$ cat src/include/issl_pkg.sv
// ==========================================================
// Shared constants and types of the serial slave engine
package issl_pkg;
  localparam int ISSL_BYTE_W = 8;
  localparam int ISSL_SYNC_STAGES = 3;
  localparam logic [3:0] ISSL_LAST_BIT = 4'h8;
  localparam logic [3:0] ISSL_CNT_RST = 4'h0;
  localparam logic [4:0] ISSL_TEN_HDR = 5'h1E;
  localparam logic [7:0] ISSL_ADDR_RST = 8'h00;
  localparam logic [7:0] ISSL_BUF_RST = 8'h00;
  localparam logic ISSL_CKP_RST = 1'b1;
  localparam logic ISSL_LINE_IDLE = 1'b1;

  // Engine phases
  typedef enum logic [2:0] {
    ST_IDLE,
    ST_RECV,
    ST_ACK,
    ST_SEND,
    ST_MACK
  } issl_state_t;

  // Meaning of the byte being shifted in
  typedef enum logic [1:0] {
    K_ADDR,
    K_LOW,
    K_DATA
  } issl_kind_t;
endpackage

$ cat src/include/issl_bus_if.sv
`timescale 1ns/100ps
// ==========================================================
// Cleaned bus levels and events, sampler to engine
interface issl_bus_if;
  logic scl;
  logic sda;
  logic scl_rise;
  logic scl_fall;
  logic start;
  logic stop;
  modport sync (output scl, sda, scl_rise, scl_fall, start, stop);
  modport engine (input scl, sda, scl_rise, scl_fall, start, stop);
endinterface

$ cat src/issl_bus_sync.sv
`timescale 1ns/100ps
// ==========================================================
// Pin sampler: three stages, edge and condition detection
module issl_bus_sync #(
  parameter int STAGES = issl_pkg::ISSL_SYNC_STAGES
) (
  input wire logic clk,
  input wire logic rstn,
  input wire logic scl_i,
  input wire logic sda_i,
  issl_bus_if.sync bus
);
  import issl_pkg::*;

  logic [1:0] pin_in;
  logic [1:0] lvl_reg;
  logic [1:0] lvl_next;
  logic [3:0] ev_reg;
  logic [3:0] ev_next;
  logic seen_low_reg;
  logic seen_low_next;

  if (STAGES < 3) begin : g_bad
    $error("issl_bus_sync needs at least three stages");
  end

  assign pin_in = {sda_i, scl_i};

  // Per pin chain; level moves once the last two agree
  for (genvar g = 0; g < 2; g++) begin : g_sync
    logic [STAGES-1:0] ff_reg;
    logic [STAGES-1:0] ff_next;
    always_comb begin
      ff_next = {ff_reg[STAGES-2:0], pin_in[g]};
      lvl_next[g] = lvl_reg[g];
      if (ff_reg[STAGES-1] == ff_reg[STAGES-2]) begin
        lvl_next[g] = ff_reg[STAGES-1];
      end
    end
    always_ff @(posedge clk or negedge rstn) begin
      if (!rstn) begin
        ff_reg <= '1;
      end else begin
        ff_reg <= ff_next;
      end
    end
  end

  // Edges, Start, Stop (Stop needs one SCL low first)
  always_comb begin
    ev_next[0] = ~lvl_reg[0] & lvl_next[0];
    ev_next[1] = lvl_reg[0] & ~lvl_next[0];
    ev_next[2] = lvl_reg[1] & ~lvl_next[1] & lvl_reg[0] & lvl_next[0];
    ev_next[3] = ~lvl_reg[1] & lvl_next[1] & lvl_reg[0] & lvl_next[0]
      & seen_low_reg;
    seen_low_next = seen_low_reg | ~lvl_next[0];
    if (ev_next[2] || ev_next[3]) begin
      seen_low_next = 1'b0;
    end
  end

  always_ff @(posedge clk or negedge rstn) begin
    if (!rstn) begin
      lvl_reg <= {ISSL_LINE_IDLE, ISSL_LINE_IDLE};
      ev_reg <= 4'h0;
      seen_low_reg <= 1'b0;
    end else begin
      lvl_reg <= lvl_next;
      ev_reg <= ev_next;
      seen_low_reg <= seen_low_next;
    end
  end

  assign bus.scl = lvl_reg[0];
  assign bus.sda = lvl_reg[1];
  assign bus.scl_rise = ev_reg[0];
  assign bus.scl_fall = ev_reg[1];
  assign bus.start = ev_reg[2];
  assign bus.stop = ev_reg[3];
endmodule

$ cat src/issl_slave.sv
`timescale 1ns/100ps
// ==========================================================
// Serial slave engine: address match, receive, transmit

// Behaviour
// - First byte after Start compared with own address; match loads buffer, flag.
// - Address mismatch returns to idle silently: no flag, no buffer load.
// - Second 7-bit own address matched the same way; masks shape both compares.
// - In 7-bit mode the read/write bit takes no part in matching.
// - 10-bit high byte must be 11110, address bits 2:1, then zero.
// - After acking 10-bit high byte, update flag set and SCL held.
// - Low byte compared on all bits; flag and update flag set regardless.
// - Writing own address clears update flag, releasing SCL.
// - 10-bit read accepted only after an earlier full write match.
// - Matching address with write: status cleared, buffer loaded, acknowledged.
// - Address not acknowledged when buffer full or overflow; overwrite enable relaxes.
// - Interrupt flag set per byte; only software clears it.
// - Stretch enable holds SCL after each acked data or 7-bit write address byte until release bit.
// - Start sets start status, optional flag; Stop sets stop status, idles.
// - Address or data hold: flag, release bit cleared after 8th fall.
// - Ack-time status marks the acknowledge phase when hold modes enabled.
// - Flag set after 9th fall of acked byte; not after a NACK, except the 10-bit low byte.
// - Matching address with read: status set, buffer loaded, acknowledged.
// - After read ack, release bit cleared; buffer write loads shift register.
// - Transmit eight bits, SDA changing only while SCL is low.
// - Master ack latched on 9th rise; NACK idles, ACK stretches.
// - Transmit flag set on 9th falling edge of each byte.
// - Transmit collision with detection enabled sets flag and idles.
// - Without hold modes the acknowledge is generated in hardware.
// - Cleared release bit only pulls SCL once SCL is already low.
module issl_slave (
  input wire logic clk,
  input wire logic rstn,
  input wire logic scl_i,
  output logic scl_o,
  output logic scl_oe_n,
  input wire logic sda_i,
  output logic sda_o,
  output logic sda_oe_n,
  input wire logic own_addr_wr,
  input wire logic [issl_pkg::ISSL_BYTE_W-1:0] own_addr_wdata,
  input wire logic [issl_pkg::ISSL_BYTE_W-1:0] second_own_address,
  input wire logic [issl_pkg::ISSL_BYTE_W-1:0] address_mask_one,
  input wire logic [issl_pkg::ISSL_BYTE_W-1:0] address_mask_two,
  input wire logic ten_bit_mode,
  input wire logic stretch_enable,
  input wire logic address_hold_enable,
  input wire logic data_hold_enable,
  input wire logic buffer_overwrite_enable,
  input wire logic start_irq_enable,
  input wire logic stop_irq_enable,
  input wire logic slave_collision_detect_enable,
  input wire logic ack_value_select,
  input wire logic ckp_set,
  input wire logic irq_clear,
  input wire logic buf_read,
  input wire logic buf_write,
  input wire logic [issl_pkg::ISSL_BYTE_W-1:0] buf_wdata,
  input wire logic ovf_clear,
  input wire logic bcl_clear,
  output logic [issl_pkg::ISSL_BYTE_W-1:0] own_address,
  output logic [issl_pkg::ISSL_BYTE_W-1:0] serial_buffer,
  output logic serial_irq_flag,
  output logic update_address_flag,
  output logic buffer_full_flag,
  output logic receive_overflow_flag,
  output logic clock_release_bit,
  output logic ack_time_status,
  output logic master_ack_status,
  output logic bus_collision_flag,
  output logic rw_status,
  output logic data_status,
  output logic start_status,
  output logic stop_status
);
  import issl_pkg::*;

  issl_bus_if bus_if ();

  issl_state_t st_reg;
  issl_state_t st_next;
  issl_kind_t kind_reg;
  issl_kind_t kind_next;
  logic [3:0] cnt_reg;
  logic [3:0] cnt_next;
  logic [7:0] serial_shift_reg;
  logic [7:0] shift_next;
  logic [7:0] own_address_reg;
  logic [7:0] own_next;
  logic [7:0] buf_reg;
  logic [7:0] buf_next;
  logic bf_reg;
  logic bf_next;
  logic ov_reg;
  logic ov_next;
  logic irq_reg;
  logic irq_next;
  logic ua_reg;
  logic ua_next;
  logic ckp_reg;
  logic ckp_next;
  logic ack_time_status_reg;
  logic ack_time_status_next;
  logic mack_reg;
  logic mack_next;
  logic bcl_reg;
  logic bcl_next;
  logic rw_reg;
  logic rw_next;
  logic da_reg;
  logic da_next;
  logic sbit_reg;
  logic sbit_next;
  logic pbit_reg;
  logic pbit_next;
  logic ack_reg;
  logic ack_next;
  logic hold_reg;
  logic hold_next;
  logic prior_reg;
  logic prior_next;
  logic sda_drv_reg;
  logic sda_drv_next;
  logic scl_drv_reg;
  logic scl_drv_next;
  logic ack_out;
  logic ovf_now;
  logic hi_ok;
  logic hit;
  logic keep;

  // Masked 7-bit compare, read/write bit excluded
  function automatic logic mask_match(
    input logic [7:0] rx,
    input logic [7:0] ref_a,
    input logic [7:0] mask
  );
    return ((rx[7:1] ^ ref_a[7:1]) & mask[7:1]) == 7'h00;
  endfunction

  // ========================================================
  // Pin sampling
  issl_bus_sync #(
    .STAGES(ISSL_SYNC_STAGES)
  ) u_sync (
    .clk(clk),
    .rstn(rstn),
    .scl_i(scl_i),
    .sda_i(sda_i),
    .bus(bus_if.sync)
  );

  // Acknowledge value: software choice under hold, else hardware
  assign ack_out = hold_reg ? ~ack_value_select : ack_reg;
  assign ovf_now = ov_reg | (bf_reg & ~buffer_overwrite_enable);
  assign keep = ~bf_reg | buffer_overwrite_enable;

  // Address decode of the byte just shifted in
  always_comb begin
    hi_ok = serial_shift_reg[7:3] == ISSL_TEN_HDR
      && serial_shift_reg[2:1] == own_address_reg[2:1];
    if (ten_bit_mode) begin
      hit = hi_ok && (!serial_shift_reg[0] || prior_reg);
    end else begin
      hit = mask_match(serial_shift_reg, own_address_reg,
        address_mask_one)
        || mask_match(serial_shift_reg, second_own_address,
        address_mask_two);
    end
  end

  // ========================================================
  // Engine next state
  always_comb begin
    st_next = st_reg;
    kind_next = kind_reg;
    cnt_next = cnt_reg;
    shift_next = serial_shift_reg;
    own_next = own_address_reg;
    buf_next = buf_reg;
    bf_next = bf_reg;
    ov_next = ov_reg;
    irq_next = irq_reg;
    ua_next = ua_reg;
    ckp_next = ckp_reg;
    ack_time_status_next = ack_time_status_reg;
    mack_next = mack_reg;
    bcl_next = bcl_reg;
    rw_next = rw_reg;
    da_next = da_reg;
    sbit_next = sbit_reg;
    pbit_next = pbit_reg;
    ack_next = ack_reg;
    hold_next = hold_reg;
    prior_next = prior_reg;

    // Software actions first, so hardware sets win
    if (irq_clear) begin
      irq_next = 1'b0;
    end
    if (buf_read) begin
      bf_next = 1'b0;
    end
    if (ovf_clear) begin
      ov_next = 1'b0;
    end
    if (bcl_clear) begin
      bcl_next = 1'b0;
    end
    if (ckp_set) begin
      ckp_next = 1'b1;
    end
    if (own_addr_wr) begin
      own_next = own_addr_wdata;
      ua_next = 1'b0;
    end
    if (buf_write && st_reg != ST_RECV) begin
      buf_next = buf_wdata;
      shift_next = buf_wdata;
      bf_next = 1'b1;
    end

    case (st_reg)
      ST_IDLE: begin
        cnt_next = ISSL_CNT_RST;
      end
      ST_RECV: begin
        if (bus_if.scl_rise) begin
          shift_next = {serial_shift_reg[6:0], bus_if.sda};
          cnt_next = cnt_reg + 4'h1;
        end else if (bus_if.scl_fall && cnt_reg == ISSL_LAST_BIT) begin
          hold_next = 1'b0;
          ack_next = ~ovf_now;
          st_next = ST_ACK;
          case (kind_reg)
            K_ADDR: begin
              if (!hit) begin
                st_next = ST_IDLE;
              end else begin
                rw_next = serial_shift_reg[0];
                da_next = 1'b0;
                hold_next = address_hold_enable;
                if (keep) begin
                  buf_next = serial_shift_reg;
                  bf_next = 1'b1;
                end
              end
            end
            K_LOW: begin
              prior_next = serial_shift_reg == own_address_reg;
              ack_next = prior_next & ~ovf_now;
              if (prior_next && keep) begin
                buf_next = serial_shift_reg;
                bf_next = 1'b1;
              end
            end
            default: begin
              da_next = 1'b1;
              hold_next = data_hold_enable;
              if (keep) begin
                buf_next = serial_shift_reg;
                bf_next = 1'b1;
              end else begin
                ov_next = 1'b1;
              end
            end
          endcase
          if (st_next == ST_ACK && hold_next) begin
            irq_next = 1'b1;
            ckp_next = 1'b0;
          end
          if (st_next == ST_ACK) begin
            ack_time_status_next = address_hold_enable | data_hold_enable;
          end
        end
      end
      ST_ACK: begin
        if (bus_if.scl_fall) begin
          ack_time_status_next = 1'b0;
          cnt_next = ISSL_CNT_RST;
          hold_next = 1'b0;
          if (ack_out || kind_reg == K_LOW) begin
            irq_next = 1'b1;
          end
          if (kind_reg == K_LOW) begin
            ua_next = 1'b1;
            kind_next = K_DATA;
            st_next = prior_reg ? ST_RECV : ST_IDLE;
          end else if (!ack_out) begin
            st_next = ST_IDLE;
          end else if (kind_reg == K_ADDR && ten_bit_mode && !rw_reg) begin
            ua_next = 1'b1;
            kind_next = K_LOW;
            st_next = ST_RECV;
          end else if (rw_reg) begin
            ckp_next = 1'b0;
            st_next = ST_SEND;
          end else begin
            kind_next = K_DATA;
            st_next = ST_RECV;
            if (stretch_enable) begin
              ckp_next = 1'b0;
            end
          end
        end
      end
      ST_SEND: begin
        if (bus_if.scl_rise && serial_shift_reg[7] && !bus_if.sda
          && slave_collision_detect_enable) begin
          bcl_next = 1'b1;
          st_next = ST_IDLE;
        end else if (bus_if.scl_fall) begin
          shift_next = {serial_shift_reg[6:0], 1'b1};
          cnt_next = cnt_reg + 4'h1;
          if (cnt_next == ISSL_LAST_BIT) begin
            bf_next = 1'b0;
            st_next = ST_MACK;
          end
        end
      end
      ST_MACK: begin
        if (bus_if.scl_rise) begin
          mack_next = bus_if.sda;
        end else if (bus_if.scl_fall) begin
          irq_next = 1'b1;
          cnt_next = ISSL_CNT_RST;
          if (!mack_reg) begin
            ckp_next = 1'b0;
            st_next = ST_SEND;
          end else begin
            st_next = ST_IDLE;
          end
        end
      end
      default: begin
        st_next = ST_IDLE;
      end
    endcase

    // Bus conditions override the byte engine
    if (bus_if.start) begin
      sbit_next = 1'b1;
      pbit_next = 1'b0;
      if (start_irq_enable) begin
        irq_next = 1'b1;
      end
      ckp_next = ISSL_CKP_RST;
      hold_next = 1'b0;
      ack_time_status_next = 1'b0;
      kind_next = K_ADDR;
      cnt_next = ISSL_CNT_RST;
      st_next = ST_RECV;
    end else if (bus_if.stop) begin
      pbit_next = 1'b1;
      sbit_next = 1'b0;
      if (stop_irq_enable) begin
        irq_next = 1'b1;
      end
      prior_next = 1'b0;
      ack_time_status_next = 1'b0;
      st_next = ST_IDLE;
    end
  end

  // ========================================================
  // Pin drive: SDA for ack and data, SCL for stretching
  always_comb begin
    sda_drv_next = 1'b0;
    if (st_next == ST_ACK && st_reg == ST_ACK) begin
      sda_drv_next = ack_out;
    end else if (st_next == ST_SEND) begin
      sda_drv_next = ~shift_next[7];
    end
    scl_drv_next = (ua_next | (~ckp_next & st_next != ST_IDLE))
      & (~bus_if.scl | scl_drv_reg);
  end

  // ========================================================
  // State registers
  always_ff @(posedge clk or negedge rstn) begin
    if (!rstn) begin
      st_reg <= ST_IDLE;
      kind_reg <= K_ADDR;
      cnt_reg <= ISSL_CNT_RST;
      serial_shift_reg <= ISSL_BUF_RST;
      own_address_reg <= ISSL_ADDR_RST;
      buf_reg <= ISSL_BUF_RST;
      bf_reg <= 1'b0;
      ov_reg <= 1'b0;
      irq_reg <= 1'b0;
      ua_reg <= 1'b0;
      ckp_reg <= ISSL_CKP_RST;
      ack_time_status_reg <= 1'b0;
      mack_reg <= 1'b0;
      bcl_reg <= 1'b0;
      rw_reg <= 1'b0;
      da_reg <= 1'b0;
      sbit_reg <= 1'b0;
      pbit_reg <= 1'b0;
      ack_reg <= 1'b0;
      hold_reg <= 1'b0;
      prior_reg <= 1'b0;
      sda_drv_reg <= 1'b0;
      scl_drv_reg <= 1'b0;
    end else begin
      st_reg <= st_next;
      kind_reg <= kind_next;
      cnt_reg <= cnt_next;
      serial_shift_reg <= shift_next;
      own_address_reg <= own_next;
      buf_reg <= buf_next;
      bf_reg <= bf_next;
      ov_reg <= ov_next;
      irq_reg <= irq_next;
      ua_reg <= ua_next;
      ckp_reg <= ckp_next;
      ack_time_status_reg <= ack_time_status_next;
      mack_reg <= mack_next;
      bcl_reg <= bcl_next;
      rw_reg <= rw_next;
      da_reg <= da_next;
      sbit_reg <= sbit_next;
      pbit_reg <= pbit_next;
      ack_reg <= ack_next;
      hold_reg <= hold_next;
      prior_reg <= prior_next;
      sda_drv_reg <= sda_drv_next;
      scl_drv_reg <= scl_drv_next;
    end
  end

  // ========================================================
  // Outputs, open-drain pins pull low only
  assign scl_o = 1'b0;
  assign sda_o = 1'b0;
  assign scl_oe_n = ~scl_drv_reg;
  assign sda_oe_n = ~sda_drv_reg;
  assign own_address = own_address_reg;
  assign serial_buffer = buf_reg;
  assign serial_irq_flag = irq_reg;
  assign update_address_flag = ua_reg;
  assign buffer_full_flag = bf_reg;
  assign receive_overflow_flag = ov_reg;
  assign clock_release_bit = ckp_reg;
  assign ack_time_status = ack_time_status_reg;
  assign master_ack_status = mack_reg;
  assign bus_collision_flag = bcl_reg;
  assign rw_status = rw_reg;
  assign data_status = da_reg;
  assign start_status = sbit_reg;
  assign stop_status = pbit_reg;
endmodule

$ cat config.mk
export PLATFORM = sky130hd
export DESIGN_NAME = issl_slave
export DESIGN_NICKNAME = d
export VERILOG_FILES = /design/src/include/issl_pkg.sv /design/src/include/issl_bus_if.sv /design/src/issl_bus_sync.sv /design/src/issl_slave.sv
export SDC_FILE = /design/constraint.sdc
export NUM_CORES = 1
export LEC_CHECK = 0
export BUFFER_PORTS_ARGS = -buffer_cell sky130_fd_sc_hd__buf_2
export CAP_MARGIN = 25
export CORE_MARGIN = 8
export CORE_UTILIZATION = 40
export CTS_BUF_LIST = sky130_fd_sc_hd__clkbuf_8 sky130_fd_sc_hd__clkbuf_16
export CTS_CLUSTER_SIZE = 40
export DETAILED_ROUTE_END_ITERATION = 7
export HOLD_SLACK_MARGIN = 0.15
export PLACE_DENSITY = 0.63
export REMOVE_ABC_BUFFERS = 1
export SLEW_MARGIN = 20
export SYNTH_ARGS = -nofsm -noshare
export SYNTH_HDL_FRONTEND = slang
export SYNTH_SLANG_ARGS = --single-unit
$ cat constraint.sdc
create_clock -name clk -period 3.45 [get_ports clk]
set_input_delay 0.1725 -clock clk [delete_from_list [all_inputs] [get_ports clk]]
set_output_delay 0.1725 -clock clk [all_outputs]
set_load 0.02 [all_outputs]
# Yosys cells after proc, flatten, opt, wreduce, memory -nomap -nowiden
# Index checks and enable logic that the tools add are counted.
# word_totals
register_bits	63
output_inout_bits	32
elab_cells	275
# classes
addsub	1
n_eq_ne	29
n_mux	140
bitwise	37
n_reduce_logical	40
# ops
operator	n
two-way mux 8 bit	11
two-way mux 1 bit	84
two-way mux 3 bit	13
one-hot mux 8 bit (2 select lines)	2
two-way mux 2 bit	14
two-way mux 4 bit	6
one-hot mux 4 bit (5 select lines)	1
AND reduction 5 bit	4
equality test 3 x 2 -> 1 bit (second input constant)	5
one-hot mux 3 bit (5 select lines)	1
AND 7 bit	2
logical NOT 7 bit	2
inverter 1 bit	14
bitwise XOR 7 bit	2
AND 1 bit	13
logical AND 1 bit	12
!= test 3 x 1 -> 1 bit (second input constant)	4
!= test 3 x 2 -> 1 bit (second input constant)	4
!= test 4 x 2 -> 1 bit (second input constant)	3
one-hot mux 1 bit (2 select lines)	6
nonzero test 3 bit	3
equality test 4 bit (second input constant)	2
equality test 8 bit	1
!= test 4 x 1 -> 1 bit (second input constant)	2
other kinds (21)	36

# Depth between registers and ports, before layout
# depth
ltp_word	21
mapped_depth	9
ltp_nobuf	9

# Cells and area by module
# From an unflattened synthesis, not the netlist that was laid out.
# unflattened
hier_cells	328
hier_area_um2	3289.4
# modules_own_cells
module	instances	cells_each	area_per_inst_um2	seq_area_each_um2
issl_slave	1	302	2876.5	1252.5
issl_bus_sync	1	26	412.9	335.3

# Least setup slack after synthesis
# OpenSTA, ideal clock, no wires.
# synth_timing
path_type	flip-flop to flip-flop
start	register own_address_reg[6], in the netlist own_address[6]
end	register buf_reg[0], in the netlist serial_buffer[0]
arrival_ns	2.027
required_time_ns	3.325
slack_ns	1.298
stages_incl_launch_ff	7
n_path_buf	0
synth_period_minus_slack_ns	2.152
cell_sequence	dfrtp_1 > xor2_1 > or4_4 > nor4_4 > o211ai_4 > nor2_8 > mux2_4
# synth_via
elab_chain_cells	10
# synth_lines
element	line	rtl
start, declared	issl_slave.sv:88	logic [7:0] own_address_reg;
start signal, assigned	issl_slave.sv:410	own_address_reg <= own_next;
bitwise XOR 7 bit	issl_slave.sv:138	return ((rx[7:1] ^ ref_a[7:1]) & mask[7:1]) == 7'h00;
AND 7 bit	issl_slave.sv:138	
logical NOT 7 bit	issl_slave.sv:138	
logical OR 1 bit	issl_slave.sv:167	|| mask_match(serial_shift_reg, second_own_address,
two-way mux 1 bit	issl_slave.sv:162	if (ten_bit_mode) begin
two-way mux 8 bit	issl_slave.sv:237	if (!hit) begin
one-hot mux 8 bit (2 select lines) *	issl_slave.sv:235	case (kind_reg)
two-way mux 8 bit *	issl_slave.sv:231	end else if (bus_if.scl_fall && cnt_reg == ISSL_LAST_BIT) begin
two-way mux 8 bit *	issl_slave.sv:228	if (bus_if.scl_rise) begin
two-way mux 8 bit *	issl_slave.sv:223	case (st_reg)
via buf_next[0]	issl_slave.sv:91	logic [7:0] buf_next;
end signal, assigned	issl_slave.sv:411	buf_reg <= buf_next;
end, declared	issl_slave.sv:90	logic [7:0] buf_reg;
# Mark *: on every way through the listed nets, which the timed path passes. The rest lies on a longest branch.
# A chain may end at the register's enable or synchronous reset.

# Final worst setup path
# layout_timing
start	register u_sync.lvl_reg[1]
end	register sda_drv_reg
# layout_lines
element	line	rtl
start, declared	issl_bus_sync.sv:16	logic [1:0] lvl_reg;
start signal, assigned	issl_bus_sync.sv:64	lvl_reg <= {ISSL_LINE_IDLE, ISSL_LINE_IDLE};
start signal, assigned	issl_bus_sync.sv:68	lvl_reg <= lvl_next;
logical NOT 1 bit	issl_slave.sv:308	if (bus_if.scl_rise && serial_shift_reg[7] && !bus_if.sda
logical AND 1 bit	issl_slave.sv:308	
logical AND 1 bit	issl_slave.sv:309	&& slave_collision_detect_enable) begin
two-way mux 8 bit	issl_slave.sv:308	
one-hot mux 8 bit (2 select lines)	issl_slave.sv:223	
via shift_next[7]	issl_slave.sv:87	logic [7:0] shift_next;
inverter 1 bit	issl_slave.sv:372	sda_drv_next = ~shift_next[7];
two-way mux 1 bit	issl_slave.sv:371	end else if (st_next == ST_SEND) begin
two-way mux 1 bit	issl_slave.sv:369	if (st_next == ST_ACK && st_reg == ST_ACK) begin
via sda_drv_next	issl_slave.sv:123	logic sda_drv_next;
end signal, assigned	issl_slave.sv:427	sda_drv_reg <= sda_drv_next;
end, declared	issl_slave.sv:122	logic sda_drv_reg;
# The timed path passes the listed nets, and every way through them passes these cells.

==> metrics.txt <==
Worst EP arrival=about 2.9 ns; leak pwr=2.04 nW; Multi-input gate area=1720 um2; reg-to-reg endpoint=sda_drv_reg; vias per cell=5.23; Register-to-Register Setup Slack=0.85 ns; final cell area excluding filler cells=4330 um2; clock-pin slew reported for the worst setup and hold paths after clock tree synthesis=around 0.07 ns; Clock Path Buffers=2; fraction of layout instances using a drive strength above 1=34.1%; Remaining Overflow, GRT=0; Num Clock Sinks=63; RSZ-0062 raised after global routing=no; outcome=complete, no violations; final max-slew violation count=0; maximum fanout encountered on the critical timing path=17; synthesized area per cell=~10 um2; placed instance area=3970 um2; Fin Clk Skew=0.0112 ns; time the final worst path needs with I/O delays and setup=2.60 ns; number of DRC markers in iteration 0=82; CP Launch Point=u_sync.lvl_reg[1]; deepest level of the CTS H-tree=3; detail-routed net length per standard cell=about 17 um; number of global-route vias before repair=2928; area added between synthesis and finish=25.2%; global-route wire length before repair=15.1 mm; nature of the critical path startpoint=flip-flop; DRC violations left=0; worst slew slack as a fraction of its limit=35.8%; total number of yosys warnings=0; type of the worst min-delay path=in -> reg; flop and latch count out of synthesis=63; detailed-routing iteration count for the pre-antenna-repair pass=4; f_max=385 MHz; io pins=92; Post-synth ARST share=between 90% and 100%; Peak supply drop=roughly 260 uV; Worst Setup Path Type=reg -> reg; r2r startpoint=u_sync.lvl_reg[1]; number of setup violations in the final report=0; top flip-flop cell by instance count after synthesis=sky130_fd_sc_hd__dfrtp_1; pin count of the biggest net entering global routing=46; Max Cap Viol=0; count of unique library cells instantiated by Yosys=between 70 and 80; Die ar.=11900 um2; Antenna Diode Count=0; CTS root buf=sky130_fd_sc_hd__clkbuf_8; combined flip-flop and latch cell area=1590 um2; nets=500; Period Utilization, post-route=75.2%; clock tree from TritonCTS=yes; Final Hold Vio Count=0; cell area after synthesis=about 3500 um2; Core Area=8550 um2; most common cell after layout, fill and taps aside=sky130_fd_sc_hd__buf_2; type of destination of the critical path=flip-flop; number of antenna violations at the first check in global routing=0; sequential element share of the synthesized area=a little under half; detailed-route via count=2882; number of rows in the core area=34; transition time at the pin with the least slew margin=0.960 ns; cts bufs inserted=9; termination of the worst setup path=sda_drv_reg; antenna viol nets, final=0; total wire length=9.41 mm; Hold Path Origin=buf_wdata[3]; most frequent cells in the layout=85 x sky130_fd_sc_hd__buf_2, 54 x sky130_fd_sc_hd__dfrtp_1, 26 x sky130_fd_sc_hd__nand2_1, 22 x sky130_fd_sc_hd__inv_1, 22 x sky130_fd_sc_hd__nor2_1; path depth of the worst reg2reg path=6; Placer Congestion=0.876; data required time at the worst endpoint=3.71 ns; width of the die=109 um; fill count=797; Setup Total Neg Slack=0 ns; Port-buffer cells=86; placed wire-length estimate=7.05 mm; power per unit of standard cell area=603 nW/um2; GRT Resource Usage Total=about 16%; Worst-Skew Late Latency=0.34 ns; number of enable-type register cells in the synthesized netlist=0; synthesized instance count=331; die span in y=approximately 110 um; initial core utilization=40.5%
[through the flow]
step	cells	hold WS, ns	worst slack [ns]	utilization (%)	total power [mW]
after floorplan	318	-0.123	1.27	-	1.72
after global placement	516	0.279	0.909	46.4	2.02
after detailed placement	516	0.279	0.879	46.4	2.05
after CTS	551	0.151	0.853	50.6	2.64
after global routing	551	0.163	0.647	50.7	2.77
final	551	0.159	0.855	50.7	2.61
[cells in the mapped netlist (2+ instances only)]
library cell / count / share of area, %
sky130_fd_sc_hd__dfrtp_1: 54 / 39
sky130_fd_sc_hd__buf_2: 3 / 0.43
sky130_fd_sc_hd__nor2_1: 22 / 2.4
sky130_fd_sc_hd__buf_4: 2 / 0.43
sky130_fd_sc_hd__o21ai_0: 18 / 2.6
sky130_fd_sc_hd__and3_1: 2 / 0.36
sky130_fd_sc_hd__a31oi_1: 5 / 0.90
sky130_fd_sc_hd__o22a_1: 2 / 0.51
sky130_fd_sc_hd__nand4b_1: 2 / 0.51
sky130_fd_sc_hd__o21a_1: 3 / 0.65
sky130_fd_sc_hd__dfstp_2: 9 / 6.8
sky130_fd_sc_hd__buf_6: 2 / 0.65
sky130_fd_sc_hd__nand3b_1: 3 / 0.65
sky130_fd_sc_hd__o211ai_1: 2 / 0.43
sky130_fd_sc_hd__a222oi_1: 2 / 0.58
sky130_fd_sc_hd__mux2_2: 17 / 5.5
sky130_fd_sc_hd__ha_1: 2 / 0.72
sky130_fd_sc_hd__a21oi_1: 16 / 2.3
sky130_fd_sc_hd__mux2_4: 8 / 3.5
sky130_fd_sc_hd__clkbuf_1: 3 / 0.33
sky130_fd_sc_hd__o21bai_1: 2 / 0.43
sky130_fd_sc_hd__inv_1: 18 / 2.0
sky130_fd_sc_hd__nor3b_1: 4 / 0.87
sky130_fd_sc_hd__xor2_1: 15 / 3.8
sky130_fd_sc_hd__a221oi_1: 2 / 0.51
sky130_fd_sc_hd__nand3_1: 11 / 1.6
sky130_fd_sc_hd__mux2i_1: 7 / 2.0
sky130_fd_sc_hd__o22ai_1: 3 / 0.54
sky130_fd_sc_hd__a22o_1: 2 / 0.51
sky130_fd_sc_hd__a22oi_1: 2 / 0.43
sky130_fd_sc_hd__nand2_1: 26 / 2.8
sky130_fd_sc_hd__a21o_1: 2 / 0.43
sky130_fd_sc_hd__nor2b_1: 6 / 1.1
sky130_fd_sc_hd__nand2b_1: 3 / 0.54
sky130_fd_sc_hd__clkbuf_2: 2 / 0.29
sky130_fd_sc_hd__nor3_1: 11 / 1.6
[layout make-up]
cell class | instances | share of cell area (%)
clock buffer | 11 | 3.50
clock inverter | 5 | 0.462
inverter | 18 | 1.56
multi-input combinational | 237 | 39.6
sequential | 63 | 36.7
tap | 108 | 3.12
timing repair buffer | 109 | 15.1
[timing repair]
item / in CTS / in global routing
buffers inserted: 0 / 0
resized for setup: 0 / 0
hold buffers: 19 / 0
hold endpoints to repair: 52 / 0
[cell families (layout without fill, tap and decap cells)]
logic type	count (synthesis)	in the layout	share of synthesized area [%]
muxes	32	32	11.0
buffers and inverters	32	143	4.59
xor gates and xnor gates	16	16	4.05
AOI/OAI and AO/OA	77	77	15.6
other	1	2	0.108
and+or+nand+nor	107	107	17.7
DFF	63	63	45.9
adders and majority gates	3	3	1.01
[layer usage]
metal | global-route usage, % | routed length [um]
met1 | 21.1 | 4210
met2 | 26.3 | 4540
met3 | 3.43 | 540
met4 | 6.26 | 117
met5 | 0 | 0
[how the worst min path moves through the flow]
stage                     slack, ns  cells past startpoint                    endpoint
after global routing           0.16                      3         serial_shift_reg[6]
after global placement         0.28                      1  u_sync.g_sync[0].ff_reg[0]
after floorplan               -0.12                      0                     ack_reg
final                          0.16                      3         serial_shift_reg[3]
after detailed placement       0.28                      1  u_sync.g_sync[0].ff_reg[0]
after CTS                      0.15                      3         serial_shift_reg[6]
[worst max-delay path, cell delays in order, from the launching register on]
cell and delay (ns):
sky130_fd_sc_hd__dfstp_2 0.59, sky130_fd_sc_hd__nand4b_1 0.20, sky130_fd_sc_hd__a31oi_1 0.15, sky130_fd_sc_hd__nor2_1 0.77
sky130_fd_sc_hd__o21ai_0 0.38, sky130_fd_sc_hd__or2b_1 0.30, sky130_fd_sc_hd__a21oi_1 0.13
[where the power goes]
part           internal (mW)  total (mW)  switching (mW)
Sequential             0.906        1.11           0.207
Combinational          0.439       0.938           0.499
Clock                  0.288       0.560           0.272
Total                   1.63        2.61           0.977
(Power assumes the default switching activity.)
